**src/design/adsc_pkg.sv**
```systemverilog
// constants and types of the antenna driver segment control block
// assumes one clock; registers sit behind an AXI4-Lite slave
package adsc_pkg;

	// ==================================================
	// bus shape
	localparam int ADSC_AW = 12;
	localparam int ADSC_DW = 32;
	localparam logic [1:0] ADSC_RESP_OKAY = 2'h0;
	localparam logic [1:0] ADSC_RESP_SLVERR = 2'h2;

	// ==================================================
	// register indices, byte address is four times these
	localparam logic [9:0] ADSC_IDX_CTRL = 10'h024;
	localparam logic [9:0] ADSC_IDX_RESULT = 10'h025;
	localparam logic [9:0] ADSC_IDX_MODMASK = 10'h026;
	localparam logic [9:0] ADSC_IDX_NORMMASK = 10'h027;
	localparam logic [9:0] ADSC_IDX_CMD = 10'h030;
	localparam logic [9:0] ADSC_IDX_IRQ_STAT = 10'h031;
	localparam logic [9:0] ADSC_IDX_IRQ_MASK = 10'h032;

	// ==================================================
	// values after reset and special values
	localparam logic [7:0] ADSC_REG_RST = 8'h00;
	localparam logic [1:0] ADSC_IRQ_RST = 2'h0;
	localparam logic [7:0] ADSC_CAL_FAIL_VAL = 8'hFF;
	localparam logic [7:0] ADSC_TRISTATE_VAL = 8'hFF;
	localparam logic [7:0] ADSC_CTRL_WMASK = 8'hFE;

	// ==================================================
	// field positions
	localparam int ADSC_SEL_BIT = 7;
	localparam int ADSC_DEPTH_MSB = 6;
	localparam int ADSC_DEPTH_LSB = 1;
	localparam int ADSC_CMD_DEFAULT_BIT = 0;
	localparam int ADSC_CMD_CAL_BIT = 1;
	localparam int ADSC_IRQ_DONE_BIT = 0;
	localparam int ADSC_IRQ_FAIL_BIT = 1;

	// ==================================================
	// types
	typedef struct packed {
		logic done;
		logic fail;
		logic [7:0] mask;
	} adsc_cal_s;

	typedef enum logic [1:0] {
		ADSC_W_IDLE = 2'h1,
		ADSC_W_RESP = 2'h2
	} adsc_wr_e;

	typedef enum logic [1:0] {
		ADSC_R_IDLE = 2'h1,
		ADSC_R_RESP = 2'h2
	} adsc_rd_e;

endpackage

```
**src/design/adsc_top.sv**
```systemverilog
// antenna driver segment control registers with AXI4-Lite slave
// assumes calibration engine and transmitter share I_CLK
//
// Summary of operation
// - select 0: depth field sets modulated level
// - select 0: calibration adjusts modulated level
// - select 1: software mask sets modulated level
// - modulated mask ones disable segments, select 1
// - eight binary-weighted segments, one bit each
// - result register shows calibrated segment mask
// - failed calibration loads result with all ones
// - normal mask ones disable segments normally
// - bit 7 strongest segment, bit 0 weakest
// - normal mask all ones tristates drivers
// - result cleared at reset and set-default
// - control and masks cleared likewise
//
// Chosen here: register access over AXI4-Lite.
module adsc_top (
	input wire logic I_CLK, // 250 MHz
	input wire logic I_RESET_N, // async reset
	input wire logic I_CE, // freezes state when low
	input wire logic I_AWVALID, // write address valid
	output logic O_AWREADY, // write address ready
	input wire logic [adsc_pkg::ADSC_AW-1:0] I_AWADDR, // byte addr
	input wire logic I_WVALID, // write data valid
	output logic O_WREADY, // write data ready
	input wire logic [adsc_pkg::ADSC_DW-1:0] I_WDATA, // write data
	input wire logic [3:0] I_WSTRB, // byte enables
	output logic O_BVALID, // write response valid
	input wire logic I_BREADY, // write response ready
	output logic [1:0] O_BRESP, // write response
	input wire logic I_ARVALID, // read address valid
	output logic O_ARREADY, // read address ready
	input wire logic [adsc_pkg::ADSC_AW-1:0] I_ARADDR, // byte addr
	output logic O_RVALID, // read data valid
	input wire logic I_RREADY, // read data ready
	output logic [adsc_pkg::ADSC_DW-1:0] O_RDATA, // read data
	output logic [1:0] O_RRESP, // read response
	input wire logic I_AM_STATE, // transmitter in modulated state
	input wire adsc_pkg::adsc_cal_s I_CAL, // calibration outcome
	output logic O_CAL_START, // calibration command pulse
	output logic [5:0] O_CAL_DEPTH, // depth target
	output logic [7:0] O_MOD_MASK, // modulated level in force
	output logic [7:0] O_SEG_OFF, // segments disabled now
	output logic O_DRV_TRISTATE, // drivers tristated
	output logic O_IRQ // interrupt, level
);
	import adsc_pkg::*;

	// ==================================================
	// declarations
	logic [7:0] ctrl;
	logic [7:0] result;
	logic [7:0] mod_mask;
	logic [7:0] norm_mask;
	logic [1:0] irq_stat;
	logic [1:0] irq_mask;
	logic [1:0] irq_set;
	logic [1:0] irq_clr;
	logic set_default;
	logic cal_busy;
	adsc_wr_e wr_state;
	adsc_rd_e rd_state;
	logic aw_held;
	logic w_held;
	logic [9:0] aw_idx;
	logic [7:0] wdata;
	logic wstrb0;
	logic wr_fire;
	logic wr_lane;
	logic [9:0] ar_idx;
	logic [31:0] next_rdata;
	logic next_rerr;
	logic [7:0] mod_level;

	// ==================================================
	// bus handshakes
	// one write at a time: address and data are taken in any order
	// handshakes close while frozen, so no beat is lost or repeated
	assign O_AWREADY = I_CE && !aw_held && (wr_state == ADSC_W_IDLE);
	assign O_WREADY = I_CE && !w_held && (wr_state == ADSC_W_IDLE);
	assign O_BVALID = I_CE && (wr_state == ADSC_W_RESP);
	assign O_ARREADY = I_CE && (rd_state == ADSC_R_IDLE);
	assign O_RVALID = I_CE && (rd_state == ADSC_R_RESP);
	assign wr_fire = (wr_state == ADSC_W_IDLE) && aw_held && w_held;
	// registers hold data in the low byte lane only
	assign wr_lane = wr_fire && wstrb0;
	assign ar_idx = I_ARADDR[11:2];

	// write address capture
	always_ff @(posedge I_CLK or negedge I_RESET_N) begin
		if (!I_RESET_N) begin
			aw_held <= 1'b0;
			aw_idx <= 10'h000;
		end else if (I_CE) begin
			if (I_AWVALID && O_AWREADY) begin
				aw_held <= 1'b1;
				aw_idx <= I_AWADDR[11:2];
			end else if (O_BVALID && I_BREADY) begin
				aw_held <= 1'b0;
			end
		end
	end

	// write data capture
	always_ff @(posedge I_CLK or negedge I_RESET_N) begin
		if (!I_RESET_N) begin
			w_held <= 1'b0;
			wdata <= 8'h00;
			wstrb0 <= 1'b0;
		end else if (I_CE) begin
			if (I_WVALID && O_WREADY) begin
				w_held <= 1'b1;
				wdata <= I_WDATA[7:0];
				wstrb0 <= I_WSTRB[0];
			end else if (O_BVALID && I_BREADY) begin
				w_held <= 1'b0;
			end
		end
	end

	// write response: unmapped addresses answer slverr
	always_ff @(posedge I_CLK or negedge I_RESET_N) begin
		if (!I_RESET_N) begin
			wr_state <= ADSC_W_IDLE;
			O_BRESP <= ADSC_RESP_OKAY;
		end else if (I_CE) begin
			case (wr_state)
				ADSC_W_IDLE: begin
					if (wr_fire) begin
						wr_state <= ADSC_W_RESP;
						O_BRESP <= is_mapped(aw_idx) ?
							ADSC_RESP_OKAY : ADSC_RESP_SLVERR;
					end
				end
				ADSC_W_RESP: begin
					if (I_BREADY) begin
						wr_state <= ADSC_W_IDLE;
					end
				end
				default: begin
					wr_state <= ADSC_W_IDLE;
				end
			endcase
		end
	end

	// address map check
	function automatic logic is_mapped(input logic [9:0] idx);
		is_mapped = (idx == ADSC_IDX_CTRL) || (idx == ADSC_IDX_RESULT) ||
			(idx == ADSC_IDX_MODMASK) || (idx == ADSC_IDX_NORMMASK) ||
			(idx == ADSC_IDX_CMD) || (idx == ADSC_IDX_IRQ_STAT) ||
			(idx == ADSC_IDX_IRQ_MASK);
	endfunction

	// read mux, upper bits read zero
	always_comb begin
		next_rdata = 32'h0000_0000;
		next_rerr = 1'b0;
		case (ar_idx)
			ADSC_IDX_CTRL: next_rdata[7:0] = ctrl;
			ADSC_IDX_RESULT: next_rdata[7:0] = result;
			ADSC_IDX_MODMASK: next_rdata[7:0] = mod_mask;
			ADSC_IDX_NORMMASK: next_rdata[7:0] = norm_mask;
			ADSC_IDX_CMD: next_rdata[ADSC_CMD_CAL_BIT] = cal_busy;
			ADSC_IDX_IRQ_STAT: next_rdata[1:0] = irq_stat;
			ADSC_IDX_IRQ_MASK: next_rdata[1:0] = irq_mask;
			default: next_rerr = 1'b1;
		endcase
	end

	// read channel: data registered one cycle after address
	always_ff @(posedge I_CLK or negedge I_RESET_N) begin
		if (!I_RESET_N) begin
			rd_state <= ADSC_R_IDLE;
			O_RDATA <= 32'h0000_0000;
			O_RRESP <= ADSC_RESP_OKAY;
		end else if (I_CE) begin
			case (rd_state)
				ADSC_R_IDLE: begin
					if (I_ARVALID) begin
						rd_state <= ADSC_R_RESP;
						O_RDATA <= next_rdata;
						O_RRESP <= next_rerr ?
							ADSC_RESP_SLVERR : ADSC_RESP_OKAY;
					end
				end
				ADSC_R_RESP: begin
					if (I_RREADY) begin
						rd_state <= ADSC_R_IDLE;
					end
				end
				default: begin
					rd_state <= ADSC_R_IDLE;
				end
			endcase
		end
	end

	// ==================================================
	// commands
	// set-default and calibrate are one-cycle pulses from a write
	always_ff @(posedge I_CLK or negedge I_RESET_N) begin
		if (!I_RESET_N) begin
			set_default <= 1'b0;
			O_CAL_START <= 1'b0;
		end else if (I_CE) begin
			set_default <= wr_lane && (aw_idx == ADSC_IDX_CMD) &&
				wdata[ADSC_CMD_DEFAULT_BIT];
			O_CAL_START <= wr_lane && (aw_idx == ADSC_IDX_CMD) &&
				wdata[ADSC_CMD_CAL_BIT];
		end
	end

	// busy from start until the engine reports done
	always_ff @(posedge I_CLK or negedge I_RESET_N) begin
		if (!I_RESET_N) begin
			cal_busy <= 1'b0;
		end else if (I_CE) begin
			if (O_CAL_START) begin
				cal_busy <= 1'b1;
			end else if (I_CAL.done) begin
				cal_busy <= 1'b0;
			end
		end
	end

	// ==================================================
	// configuration registers
	// defaults on reset and set-default
	always_ff @(posedge I_CLK or negedge I_RESET_N) begin
		if (!I_RESET_N) begin
			ctrl <= ADSC_REG_RST;
			mod_mask <= ADSC_REG_RST;
			norm_mask <= ADSC_REG_RST;
		end else if (I_CE) begin
			if (set_default) begin
				ctrl <= ADSC_REG_RST;
				mod_mask <= ADSC_REG_RST;
				norm_mask <= ADSC_REG_RST;
			end else if (wr_lane) begin
				if (aw_idx == ADSC_IDX_CTRL) begin
					ctrl <= wdata & ADSC_CTRL_WMASK;
				end
				if (aw_idx == ADSC_IDX_MODMASK) begin
					mod_mask <= wdata;
				end
				if (aw_idx == ADSC_IDX_NORMMASK) begin
					norm_mask <= wdata;
				end
			end
		end
	end

	always_ff @(posedge I_CLK or negedge I_RESET_N) begin
		if (!I_RESET_N) begin
			result <= ADSC_REG_RST;
		end else if (I_CE) begin
			if (set_default) begin
				result <= ADSC_REG_RST;
			end else if (I_CAL.done) begin
				result <= I_CAL.fail ? ADSC_CAL_FAIL_VAL : I_CAL.mask;
			end
		end
	end

	// ==================================================
	// driver outputs
	// depth field is the calibration target
	always_ff @(posedge I_CLK or negedge I_RESET_N) begin
		if (!I_RESET_N) begin
			O_CAL_DEPTH <= 6'h00;
		end else if (I_CE) begin
			O_CAL_DEPTH <= ctrl[ADSC_DEPTH_MSB:ADSC_DEPTH_LSB];
		end
	end

	assign mod_level = ctrl[ADSC_SEL_BIT] ? mod_mask : result;

	// one bit per segment, bit 7 the 2 ohm one
	// weight order kept bit for bit
	always_ff @(posedge I_CLK or negedge I_RESET_N) begin
		if (!I_RESET_N) begin
			O_MOD_MASK <= ADSC_REG_RST;
			O_SEG_OFF <= ADSC_REG_RST;
		end else if (I_CE) begin
			O_MOD_MASK <= mod_level;
			O_SEG_OFF <= I_AM_STATE ? mod_level : norm_mask;
		end
	end

	always_ff @(posedge I_CLK or negedge I_RESET_N) begin
		if (!I_RESET_N) begin
			O_DRV_TRISTATE <= 1'b0;
		end else if (I_CE) begin
			O_DRV_TRISTATE <= (norm_mask == ADSC_TRISTATE_VAL);
		end
	end

	// ==================================================
	// interrupts
	// a set in the clearing cycle survives the clear
	assign irq_set = {I_CAL.done && I_CAL.fail, I_CAL.done};
	assign irq_clr = (wr_lane && aw_idx == ADSC_IDX_IRQ_STAT) ?
		wdata[1:0] : 2'h0;

	always_ff @(posedge I_CLK or negedge I_RESET_N) begin
		if (!I_RESET_N) begin
			irq_stat <= ADSC_IRQ_RST;
			irq_mask <= ADSC_IRQ_RST;
			O_IRQ <= 1'b0;
		end else if (I_CE) begin
			irq_stat <= (irq_stat & ~irq_clr) | irq_set;
			if (wr_lane && aw_idx == ADSC_IDX_IRQ_MASK) begin
				irq_mask <= wdata[1:0];
			end
			O_IRQ <= |(irq_stat & irq_mask);
		end
	end
endmodule

```
**config.mk**
```make
export PLATFORM = sky130hd
export DESIGN_NAME = adsc_top
export DESIGN_NICKNAME = d
export VERILOG_FILES = /design/src/design/adsc_pkg.sv /design/src/design/adsc_top.sv
export SDC_FILE = /design/constraint.sdc
export NUM_CORES = 1
export LEC_CHECK = 0
export ABC_AREA = 1
export BUFFER_PORTS_ARGS = -buffer_cell sky130_fd_sc_hd__buf_4
export CAP_MARGIN = 20
export CORE_ASPECT_RATIO = 0.7
export CORE_MARGIN = 4
export CORE_UTILIZATION = 50
export CTS_BUF_LIST = sky130_fd_sc_hd__clkbuf_4 sky130_fd_sc_hd__clkbuf_8
export CTS_CLUSTER_SIZE = 24
export DETAILED_ROUTE_END_ITERATION = 10
export HOLD_SLACK_MARGIN = 0.15
export PLACE_DENSITY_LB_ADDON = 0.2
export SLEW_MARGIN = 20
export SYNTH_ARGS = -nofsm -noshare
export SYNTH_HDL_FRONTEND = slang
export SYNTH_SLANG_ARGS = --single-unit
```
**constraint.sdc**
```tcl
create_clock -name I_CLK -period 2.65 [get_ports I_CLK]
set_input_delay 0 -clock I_CLK [delete_from_list [all_inputs] [get_ports I_CLK]]
set_output_delay 0 -clock I_CLK [all_outputs]
set_load 0.005 [all_outputs]
```
==> results of run 1 <==
[flip-flops by register name (all words and copies together) (netlist names), 2 cells and up]
register	flops
aw_idx	10
result	8
O_RDATA	8
O_MOD_MASK	8
rd_state	2
ctrl	7
O_SEG_OFF	8
O_CAL_DEPTH	6
wr_state	2
norm_mask	8
mod_mask	8
irq_stat	2
irq_mask	2
wdata	8
[power breakdown]
group | internal (mW) | switching [mW]
logic | 0.503 | 0.656
registers | 1.77 | 0.203
clock network | 0.493 | 0.526
[per-layer routing]
metal	vias up	track usage, %	share of wire (%)
met4	0	5.98	1.3
met2	202	36.9	45
met5	-	0	0
met3	17	6.21	8.9
met1	2179	35.4	45
li1	2162	-	-
[what timing repair did]
action                                  in CTS  in global routing
endpoints found under the hold margin       98                  4
gates resized for setup                      0                  3
setup buffers                                0                  6
hold buffers                                53                  1
endpoints found under the setup margin       0                  2
[critical path: cells and delay by family, from the launching register on]
kind	cells	cell delay, ns
AO/OA/AOI/OAI	1	0.05
AND/OR/NAND/NOR	5	0.61
flip-flops	1	0.56
buffers and inverters	3	1.17
[worst max path at each step]
stage	end	slack, ns	depth (start not counted)
2_1_floorplan	aw_idx[7]	1.10	7
3_3_place_gp	ctrl[4]	0.81	9
3_5_place_dp	O_RDATA[2]	0.76	8
4_1_cts	aw_idx[4]	0.05	9
5_1_grt	aw_idx[4]	0.02	9
6_report	aw_idx[4]	0.13	9
[final cells by class]
cell class	instances	share of cell area (%)
Clock inverter	5	0.990
Clock buffer	11	2.40
Multi-Input combinational cell	420	32.2
Sequential cell	97	38.5
Tap cell	124	2.46
Timing Repair Buffer	152	20.2
Inverter	56	3.33
[per-stage QoR]
step	hold WS, ns	util [%]	total power [mW]	cell area [um^2]
final	0.178	68.0	4.15	6320
after global routing	0.200	68.0	4.39	6320
after CTS	0.158	67.3	4.11	6250
after detailed placement	0.0545	59.3	3.01	5510
after global placement	0.0471	59.3	2.95	5510
after floorplan	-0.296	-	2.61	4960
[kinds of logic (layout without fill, tap and decap cells)]
group	count (synthesis)	after routing	synth area share (%)
AO/OA/AOI/OAI	90	90	10.6
buffers and inverters	102	224	10.5
flip-flops	97	97	49.9
multiplexers	12	12	3.09
other	1	26	0.0771
AND/OR/NAND/NOR	292	292	25.8
[placed cells by master (no fill, tap or decap), types with 2 or more instances in the layout]
master,instances
nor2_2,7
nand3_2,2
nand3_1,30
clkinvlp_4,2
nand2_2,4
inv_2,2
o21ai_0,45
o21ai_2,6
mux2_2,8
mux2_4,4
a21oi_1,9
nor2_1,52
nor2_4,3
dfrtp_1,95
o22ai_1,2
nand2_1,166
dfstp_2,2
o211ai_1,8
dlygate4sd3_1,54
inv_1,54
nor3_1,5
conb_1,26
o21ai_1,16
buf_4,98
clkbuf_8,11
nand4_1,19
==> impl_metrics.py, run 1 <==
metrics = {
    "layout": {
        "drive_gt1_share_pct": 20.8,
        "finalNetCount": 815,
        "seq_area_um2": 2430,
        "layout.cells.non_filler": 865,
        "nFillCells": 766,
        "synthToLayoutAreaGrowth_pct": 29.8,
        "multi_input_area_um2": 2030,
        "antenna_cells": 0,
    },
    "power_and_ir_drop": {
        "power_density_nw_per_um2": 657,
        "peakVddDrop_uv": 503,
        "total_leakage_power_nw": 3.24,
    },
    "drt": {
        "finalWirelength_mm": 13.9,
        "firstDrtPassIters": 5,
        "drtIter0Drc": 318,
        "vias_per_cell": 5.27,
        "drc": 0,
        "vias": 4560,
        "routedWlPerCell_um": 16.1,
        "ant_nets": 0,
    },
    "global_routing": {
        "grt_pass1_vias": 4246,
        "grt_pass1_wl_mm": 22.0,
        "grt_usage_pct": 24.4,
        "grt_start_max_net_pins": 49,
        "grt-ovfl-total": 0,
        "antenna_found_initial": 0,
    },
    "synthesis": {
        "syn_area_um2": 4870,
        "ys_ff_latch": 97,
        "synth_common_cells": "167 x nand2_1, 95 x dfrtp_1, 54 x inv_1",
        "synthFlopType": "dfrtp_1",
        "ys_types": 33,
        "synth_edf_count": 0,
        "yosys.area.top_type": "dfrtp_1",
        "synth_cells": 594,
        "async_flop_share_pct": 100,
        "post-synth-top-count-cell": "nand2_1",
        "yosysWarnings": 0,
        "yosysSeqAreaShare_pct": 49.9,
        "yosys-top-cells-area": "dfrtp_1 49%, nand2_1 13%, o21ai_0 4.6%",
        "syn_area_per_cell_um2": 8.19,
        "yosysTopAreaCellShare_pct": 48.9,
    },
    "floorplan": {
        "die_y_um": 90.5,
        "ios": 145,
        "core-area_um2": 9290,
        "dieArea_um2": 11400,
        "row_count": 29,
        "die_w_um": 126,
        "initial_core_util_pct": 52.4,
    },
    "cts": {
        "numCtsBuffers": 9,
        "cts_tree": "done",
        "cts_max_path_buffers": 2,
        "clk_pin_slew_ns": 0.10,
        "cts_num_sinks": 97,
        "cts-root-buf": "clkbuf_8",
        "htreeDepth": 3,
        "clkLatencyLatePin_ns": 0.37,
    },
    "status": {
        "status": "finished, final reports clean",
    },
    "placed_design": {
        "hpwlAfterDp_mm": 9.93,
        "place_ws_ns": 0.756,
        "routabilityCongestion": 0.955,
        "dp.cells": 789,
        "port_buffers": 87,
    },
    "timing": {
        "hold_viol": 0,
        "max_freq_mhz": 398,
        "finalCriticalPeriod_ns": 2.52,
        "setup_slack_ns": 0.135,
        "slew_headroom_pct": 29.8,
        "rsz0062_at_grt": "false",
        "tightestPinTransition_ns": 1.05,
        "finalCritPeriodShare_pct": 94.9,
        "finClkSkew_ns": 0.0117,
        "fin_setup_tns_ns": 0,
        "slew_viol_final": 0,
        "setup_viol_count_final": 0,
    },
    "min_path": {
        "hp-class": "input pin to async pin",
    },
    "critical_path": {
        "crit_chain": "inv_2 > nor2_4 > nand2_2 > nor2_4 > nand2_4 > nor2_1 > dlygate4sd3_1 > a21oi_1 > dlygate4sd3_1",
        "worstSetupPathType": "register to register",
        "r2r_slack_ns": 0.13,
        "required_ns": 2.91,
        "timing.rr.end": "aw_idx[4]",
        "crit_path_max_incr_delay_ns": 0.56,
        "critPathLaunchType": "register",
        "worst_r2r_path_depth": 9,
        "worst-endpoint-arrival_ns": 2.77,
        "critPathSlowestCell": "dfstp_2",
        "rr_startpoint": "wr_state[0]",
        "cp-end-kind": "register",
        "cp_max_fo": 10,
        "startpoint": "wr_state[0]",
    },
    "run": {
        "max_cap_viol_count": 0,
    },
}
No activity file was read; power rests on OpenSTA's default activity.
==> run 2: changes to the inputs <==
--- a/config.mk
+++ b/config.mk
@@ -7,11 +7,10 @@
 export LEC_CHECK = 0
 export ABC_AREA = 1
 export BUFFER_PORTS_ARGS = -buffer_cell sky130_fd_sc_hd__buf_4
-export CAP_MARGIN = 20
 export CORE_ASPECT_RATIO = 0.7
 export CORE_MARGIN = 4
 export CORE_UTILIZATION = 50
-export CTS_BUF_LIST = sky130_fd_sc_hd__clkbuf_4 sky130_fd_sc_hd__clkbuf_8
+export CTS_BUF_LIST = sky130_fd_sc_hd__clkbuf_2
 export CTS_CLUSTER_SIZE = 24
 export DETAILED_ROUTE_END_ITERATION = 10
 export HOLD_SLACK_MARGIN = 0.15
==> impl_metrics.py, run 2 (synthesis results as in run 1) <==
metrics = {
    "status": {
        "status": "finished, violations left",
        "failed_checks": "negative setup slack",
    },
    "critical_path": {
        "r2r_slack_ns": 0.17,
        "timing.rr.end": "aw_idx[2]",
        "critPathTopFamily": "buffers and inverters",
        "worstSetupPathType": "input pin to register",
        "startpoint": "I_ARADDR[4]",
        "cp_max_fo": 3,
        "cp-end-kind": "register",
        "crit_path_frequent_cell": "dlygate4sd3_1",
        "worst-endpoint-arrival_ns": 3.21,
        "critPathSlowestCell": "dlygate4sd3_1",
        "required_ns": 3.18,
        "worst_r2r_path_depth": 9,
        "crit_path_max_incr_delay_ns": 0.63,
        "critPathLaunchType": "input pin",
        "worst-path-buf-inv": 6,
        "crit_chain": "dlygate4sd3_1 > buf_4 > nor2_1 > dlygate4sd3_1 > inv_1 > nor2_1 > nand3_1 > dlygate4sd3_1 > nand3_1 > dlygate4sd3_1 > o21ai_0 > nand2_1",
        "rr_startpoint": "wr_state[0]",
    },
    "layout": {
        "layout.cells.non_filler": 910,
        "final_common_cell": "nand2_1",
        "layout_common_cells": "165 x nand2_1, 101 x buf_4, 95 x dfrtp_1",
        "synthToLayoutAreaGrowth_pct": 37.5,
        "finalNetCount": 860,
        "fin_area_um2": 6690,
        "largest_reg_flops": 10,
        "final_util_pct": 72.0,
        "drive_gt1_share_pct": 20.2,
        "nFillCells": 719,
        "regMostFlops": "aw_idx",
        "antenna_cells": 0,
    },
    "min_path": {
        "worstHoldPathCells": 8,
        "hp-class": "input pin to register",
        "min_from": "I_ARADDR[5]",
        "holdPathEnd": "O_RDATA[7]",
    },
    "timing": {
        "finClkSkew_ns": 0.0311,
        "setup_slack_ns": -0.0298,
        "rsz0062_at_grt": "false",
        "setup_viol_count_final": 1,
        "hold_ws_ns": 0.172,
        "slew_headroom_pct": 26.4,
        "max_freq_mhz": 373,
        "finalCriticalPeriod_ns": 2.68,
        "slew_viol_final": 0,
        "tightestPinTransition_ns": 1.10,
        "fin_setup_tns_ns": -0.0298,
        "finalCritPeriodShare_pct": 101,
        "hold_viol": 0,
    },
    "placed_design": {
        "port_buffers": 87,
        "routabilityCongestion": 0.955,
        "place_ws_ns": 0.756,
        "dp.cells": 789,
        "place_area_um2": 5510,
        "hpwlAfterDp_mm": 9.93,
    },
    "floorplan": {
        "core-area_um2": 9290,
        "ios": 145,
        "die_y_um": 90.5,
        "row_count": 29,
        "initial_core_util_pct": 52.4,
        "die_w_um": 126,
        "dieArea_um2": 11400,
    },
    "run": {
        "max_cap_viol_count": 0,
    },
    "drt": {
        "firstDrtPassIters": 5,
        "drc": 0,
        "ant_nets": 0,
        "routedWlPerCell_um": 16.5,
        "drtIter0Drc": 418,
        "vias_per_cell": 5.31,
        "finalWirelength_mm": 15.0,
        "vias": 4831,
    },
    "global_routing": {
        "grt-ovfl-total": 0,
        "grt_usage_pct": 25.8,
        "antenna_found_initial": 0,
        "grt_start_max_net_pins": 47,
        "grt_pass1_vias": 4597,
        "grt_pass1_wl_mm": 23.4,
    },
    "cts": {
        "cts_num_sinks": 97,
        "clkLatencyLatePin_ns": 0.57,
        "clk_pin_slew_ns": 0.24,
        "htreeDepth": 3,
        "numCtsBuffers": 9,
        "cts_tree": "done",
        "cts-root-buf": "clkbuf_2",
        "cts_max_path_buffers": 2,
    },
    "power_and_ir_drop": {
        "power_density_nw_per_um2": 607,
        "power_mw": 4.06,
        "total_leakage_power_nw": 3.40,
        "peakVddDrop_uv": 533,
    },
}
run 2: cell count changes in the layout (fill, tap and decap cells not counted), moves of 2 or more:
cell           change
buf_4              +3
clkbuf_2           +9
clkbuf_8          -11
clkinv_1           +2
dlygate4sd3_1     +40
run 2: final cells by class:
type	count	area [um^2]	area share, %
clock buffer	9	45.0	0.673
clock inverter	7	70.1	1.05
inverter	56	210	3.14
multi-input combinational	420	2040	30.5
sequential	97	2430	36.3
tap	124	155	2.32
timing repair buffer	197	1740	26.0
run 2: worst max-delay path by stage:
stage	cells after the start	slack, ns	end
after floorplan	7	1.10	aw_idx[7]
after global placement	9	0.81	ctrl[4]
after detailed placement	8	0.76	O_RDATA[2]
after CTS	9	0.03	aw_idx[4]
after global routing	9	0.009	aw_idx[2]
final	12	-0.03	O_RDATA[0]
run 2: layer usage:
metal	global-route usage, %	vias up	wire length [um]
li1	-	2256	-
met1	36.4	2273	6470
met2	39.8	273	6780
met3	6.97	29	1530
met4	6.07	0	254
met5	0	-	0
run 2: timing repair:
action	in CTS	in global routing
hold endpoints to repair	172	1
setup buffers	0	10
endpoints found under the setup margin	0	5
hold buffers	95	1
resized for setup	0	7
run 2: worst min-delay path: stages:
cell	delay, ns
buf_4	0.08
inv_1	0.03
nand2_1	0.19
nor2_4	0.09
nand3_1	0.06
o21ai_0	0.06
o21ai_0	0.16
nand2_1	0.05
run 2: power by group:
group          internal [mW]  switching [mW]
Sequential              1.77           0.208
Combinational          0.664           0.710
Clock                  0.216           0.499
==> run 3: changes to the inputs <==
--- a/config.mk
+++ b/config.mk
@@ -15,6 +15,8 @@
 export DETAILED_ROUTE_END_ITERATION = 10
 export HOLD_SLACK_MARGIN = 0.15
 export PLACE_DENSITY_LB_ADDON = 0.2
+export SETUP_SLACK_MARGIN = 0.2
+export SKIP_CTS_REPAIR_TIMING = 1
 export SLEW_MARGIN = 20
 export SYNTH_ARGS = -nofsm -noshare
 export SYNTH_HDL_FRONTEND = slang
==> impl_metrics.py, run 3 (synthesis results as in run 1) <==
metrics = {
    "power_and_ir_drop": {
        "p_seq_share_pct": 49.6,
        "peakVddDrop_uv": 481,
        "clock_power_share_pct": 18.3,
        "power_mw": 3.97,
        "swShare_pct": 34.9,
        "power.internal_mw": 2.59,
        "power_density_nw_per_um2": 611,
        "p_switching_mw": 1.39,
        "total_leakage_power_nw": 3.31,
        "p_comb_share_pct": 32.1,
    },
    "global_routing": {
        "antenna_found_initial": 0,
        "grt_pass1_vias": 3870,
        "grt_pass1_wl_mm": 20.4,
        "grt_start_max_net_pins": 49,
        "grt_usage_pct": 22.5,
        "grt-ovfl-total": 0,
    },
    "timing": {
        "fin_setup_tns_ns": 0,
        "setup_viol_count_final": 0,
        "finalCritPeriodShare_pct": 88.4,
        "rsz0062_at_grt": "false",
        "finClkSkew_ns": 0.0394,
        "tightestPinTransition_ns": 1.10,
        "finalCriticalPeriod_ns": 2.34,
        "slew_headroom_pct": 26.6,
        "max_freq_mhz": 427,
        "hold_viol": 0,
        "slew_viol_final": 0,
    },
    "cts": {
        "cts_tree": "done",
        "cts_max_path_buffers": 2,
        "numCtsBuffers": 9,
        "htreeDepth": 3,
        "cts_num_sinks": 97,
        "clkLatencyLatePin_ns": 0.60,
        "clk_pin_slew_ns": 0.25,
        "cts-root-buf": "clkbuf_2",
    },
    "floorplan": {
        "dieArea_um2": 11400,
        "ios": 145,
        "die_y_um": 90.5,
        "die_w_um": 126,
        "row_count": 29,
        "initial_core_util_pct": 52.4,
        "core-area_um2": 9290,
    },
    "drt": {
        "routedWlPerCell_um": 16.1,
        "vias_per_cell": 5.22,
        "ant_nets": 0,
        "drc": 0,
        "drtIter0Drc": 308,
        "finalWirelength_mm": 14.4,
        "vias": 4660,
        "firstDrtPassIters": 5,
    },
    "layout": {
        "layout_common_cells": "167 x nand2_1, 95 x dfrtp_1, 92 x buf_4",
        "finalNetCount": 842,
        "nFillCells": 746,
        "final_common_cell": "nand2_1",
        "antenna_cells": 0,
        "seq_area_um2": 2430,
        "largest_reg_flops": 10,
        "drive_gt1_share_pct": 19.0,
        "final_util_pct": 70.1,
        "synthToLayoutAreaGrowth_pct": 33.8,
        "multi_input_area_um2": 2020,
        "regMostFlops": "aw_idx",
    },
    "critical_path": {
        "cp-end-kind": "register",
        "worstSetupPathType": "register to register",
        "required_ns": 3.16,
        "critPathLaunchType": "register",
        "worst-endpoint-arrival_ns": 2.85,
        "cp_max_fo": 14,
    },
    "placed_design": {
        "port_buffers": 87,
        "routabilityCongestion": 0.955,
        "hpwlAfterDp_mm": 9.93,
    },
    "min_path": {
        "hp-class": "input pin to register",
    },
    "status": {
        "status": "finished, final reports clean",
    },
    "run": {
        "max_cap_viol_count": 0,
    },
}
## run 3: cell count changes in the layout (fill, tap and decap cells not counted), sizes merged
cell	before	now
buf	103	93
dlygate4sd3	94	86
## run 3: area by class of cell
cell class / instances / area share, %
Clock buffer: 9 / 0.692
Clock inverter: 7 / 1.08
Inverter: 56 / 3.23
Multi-Input combinational cell: 420 / 31.0
Sequential cell: 97 / 37.3
Tap cell: 124 / 2.38
Timing Repair Buffer: 179 / 24.3
## run 3: layer usage
metal | GRT usage (%) | vias up | wire length (um)
met5 | 0 | - | 0
met4 | 4.38 | 0 | 156
met3 | 5.56 | 19 | 1340
met2 | 31.8 | 203 | 6350
met1 | 34.9 | 2218 | 6520
li1 | - | 2220 | -
## run 3: critical path, cell delays in order, from the launching register on
cell and delay, ns:
dfstp_2 0.60, inv_2 0.05, nor2_4 0.12, nand2_1 0.10
nor2_2 0.23, nand2_2 0.27, mux2_2 0.35, dlygate4sd3_1 0.55
## run 3: power groups by stage
| stage | combinational (mW) | clock (mW) | sequential, mW |
|---|---|---|---|
| 4_1_cts | 1.02 | 0.729 | 1.96 |
| 3_5_place_dp | 1.02 | 0 | 1.99 |
| 3_3_place_gp | 0.976 | 0 | 1.98 |
| 5_1_grt | 1.41 | 0.793 | 2.01 |
| 6_report | 1.28 | 0.726 | 1.97 |
| 2_1_floorplan | 0.669 | 0 | 1.94 |
## run 3: through the flow
stage                     cell area (um^2)  setup WS [ns]  std cells  hold slack [ns]
after CTS                             5620          0.685        805           -0.607
final                                 6510          0.308        892            0.108
after global placement                5510          0.808        789           0.0471
after global routing                  6510          0.171        892            0.168
after detailed placement              5510          0.756        789           0.0545
after floorplan                       4960           1.10        619           -0.296
## run 3: worst paths after layout
| kind | startpoint | slack [ns] | end | cells past startpoint |
|---|---|---|---|---|
| setup / recovery | wr_state[0] | 0.31 | wdata[6] | 7 |
| hold / removal | I_ARADDR[5] | 0.11 | O_RDATA[3] | 8 |
| setup reg to reg | wr_state[0] | 0.31 | wdata[6] | 7 |
| hold reg to reg | O_CAL_DEPTH[5] | 0.51 | O_CAL_DEPTH[5] | 2 |
| max in group asynchronous | I_RESET_N | 1.83 | rd_state[0] | 4 |
| min in group asynchronous | I_RESET_N | 0.46 | aw_idx[0] | 4 |
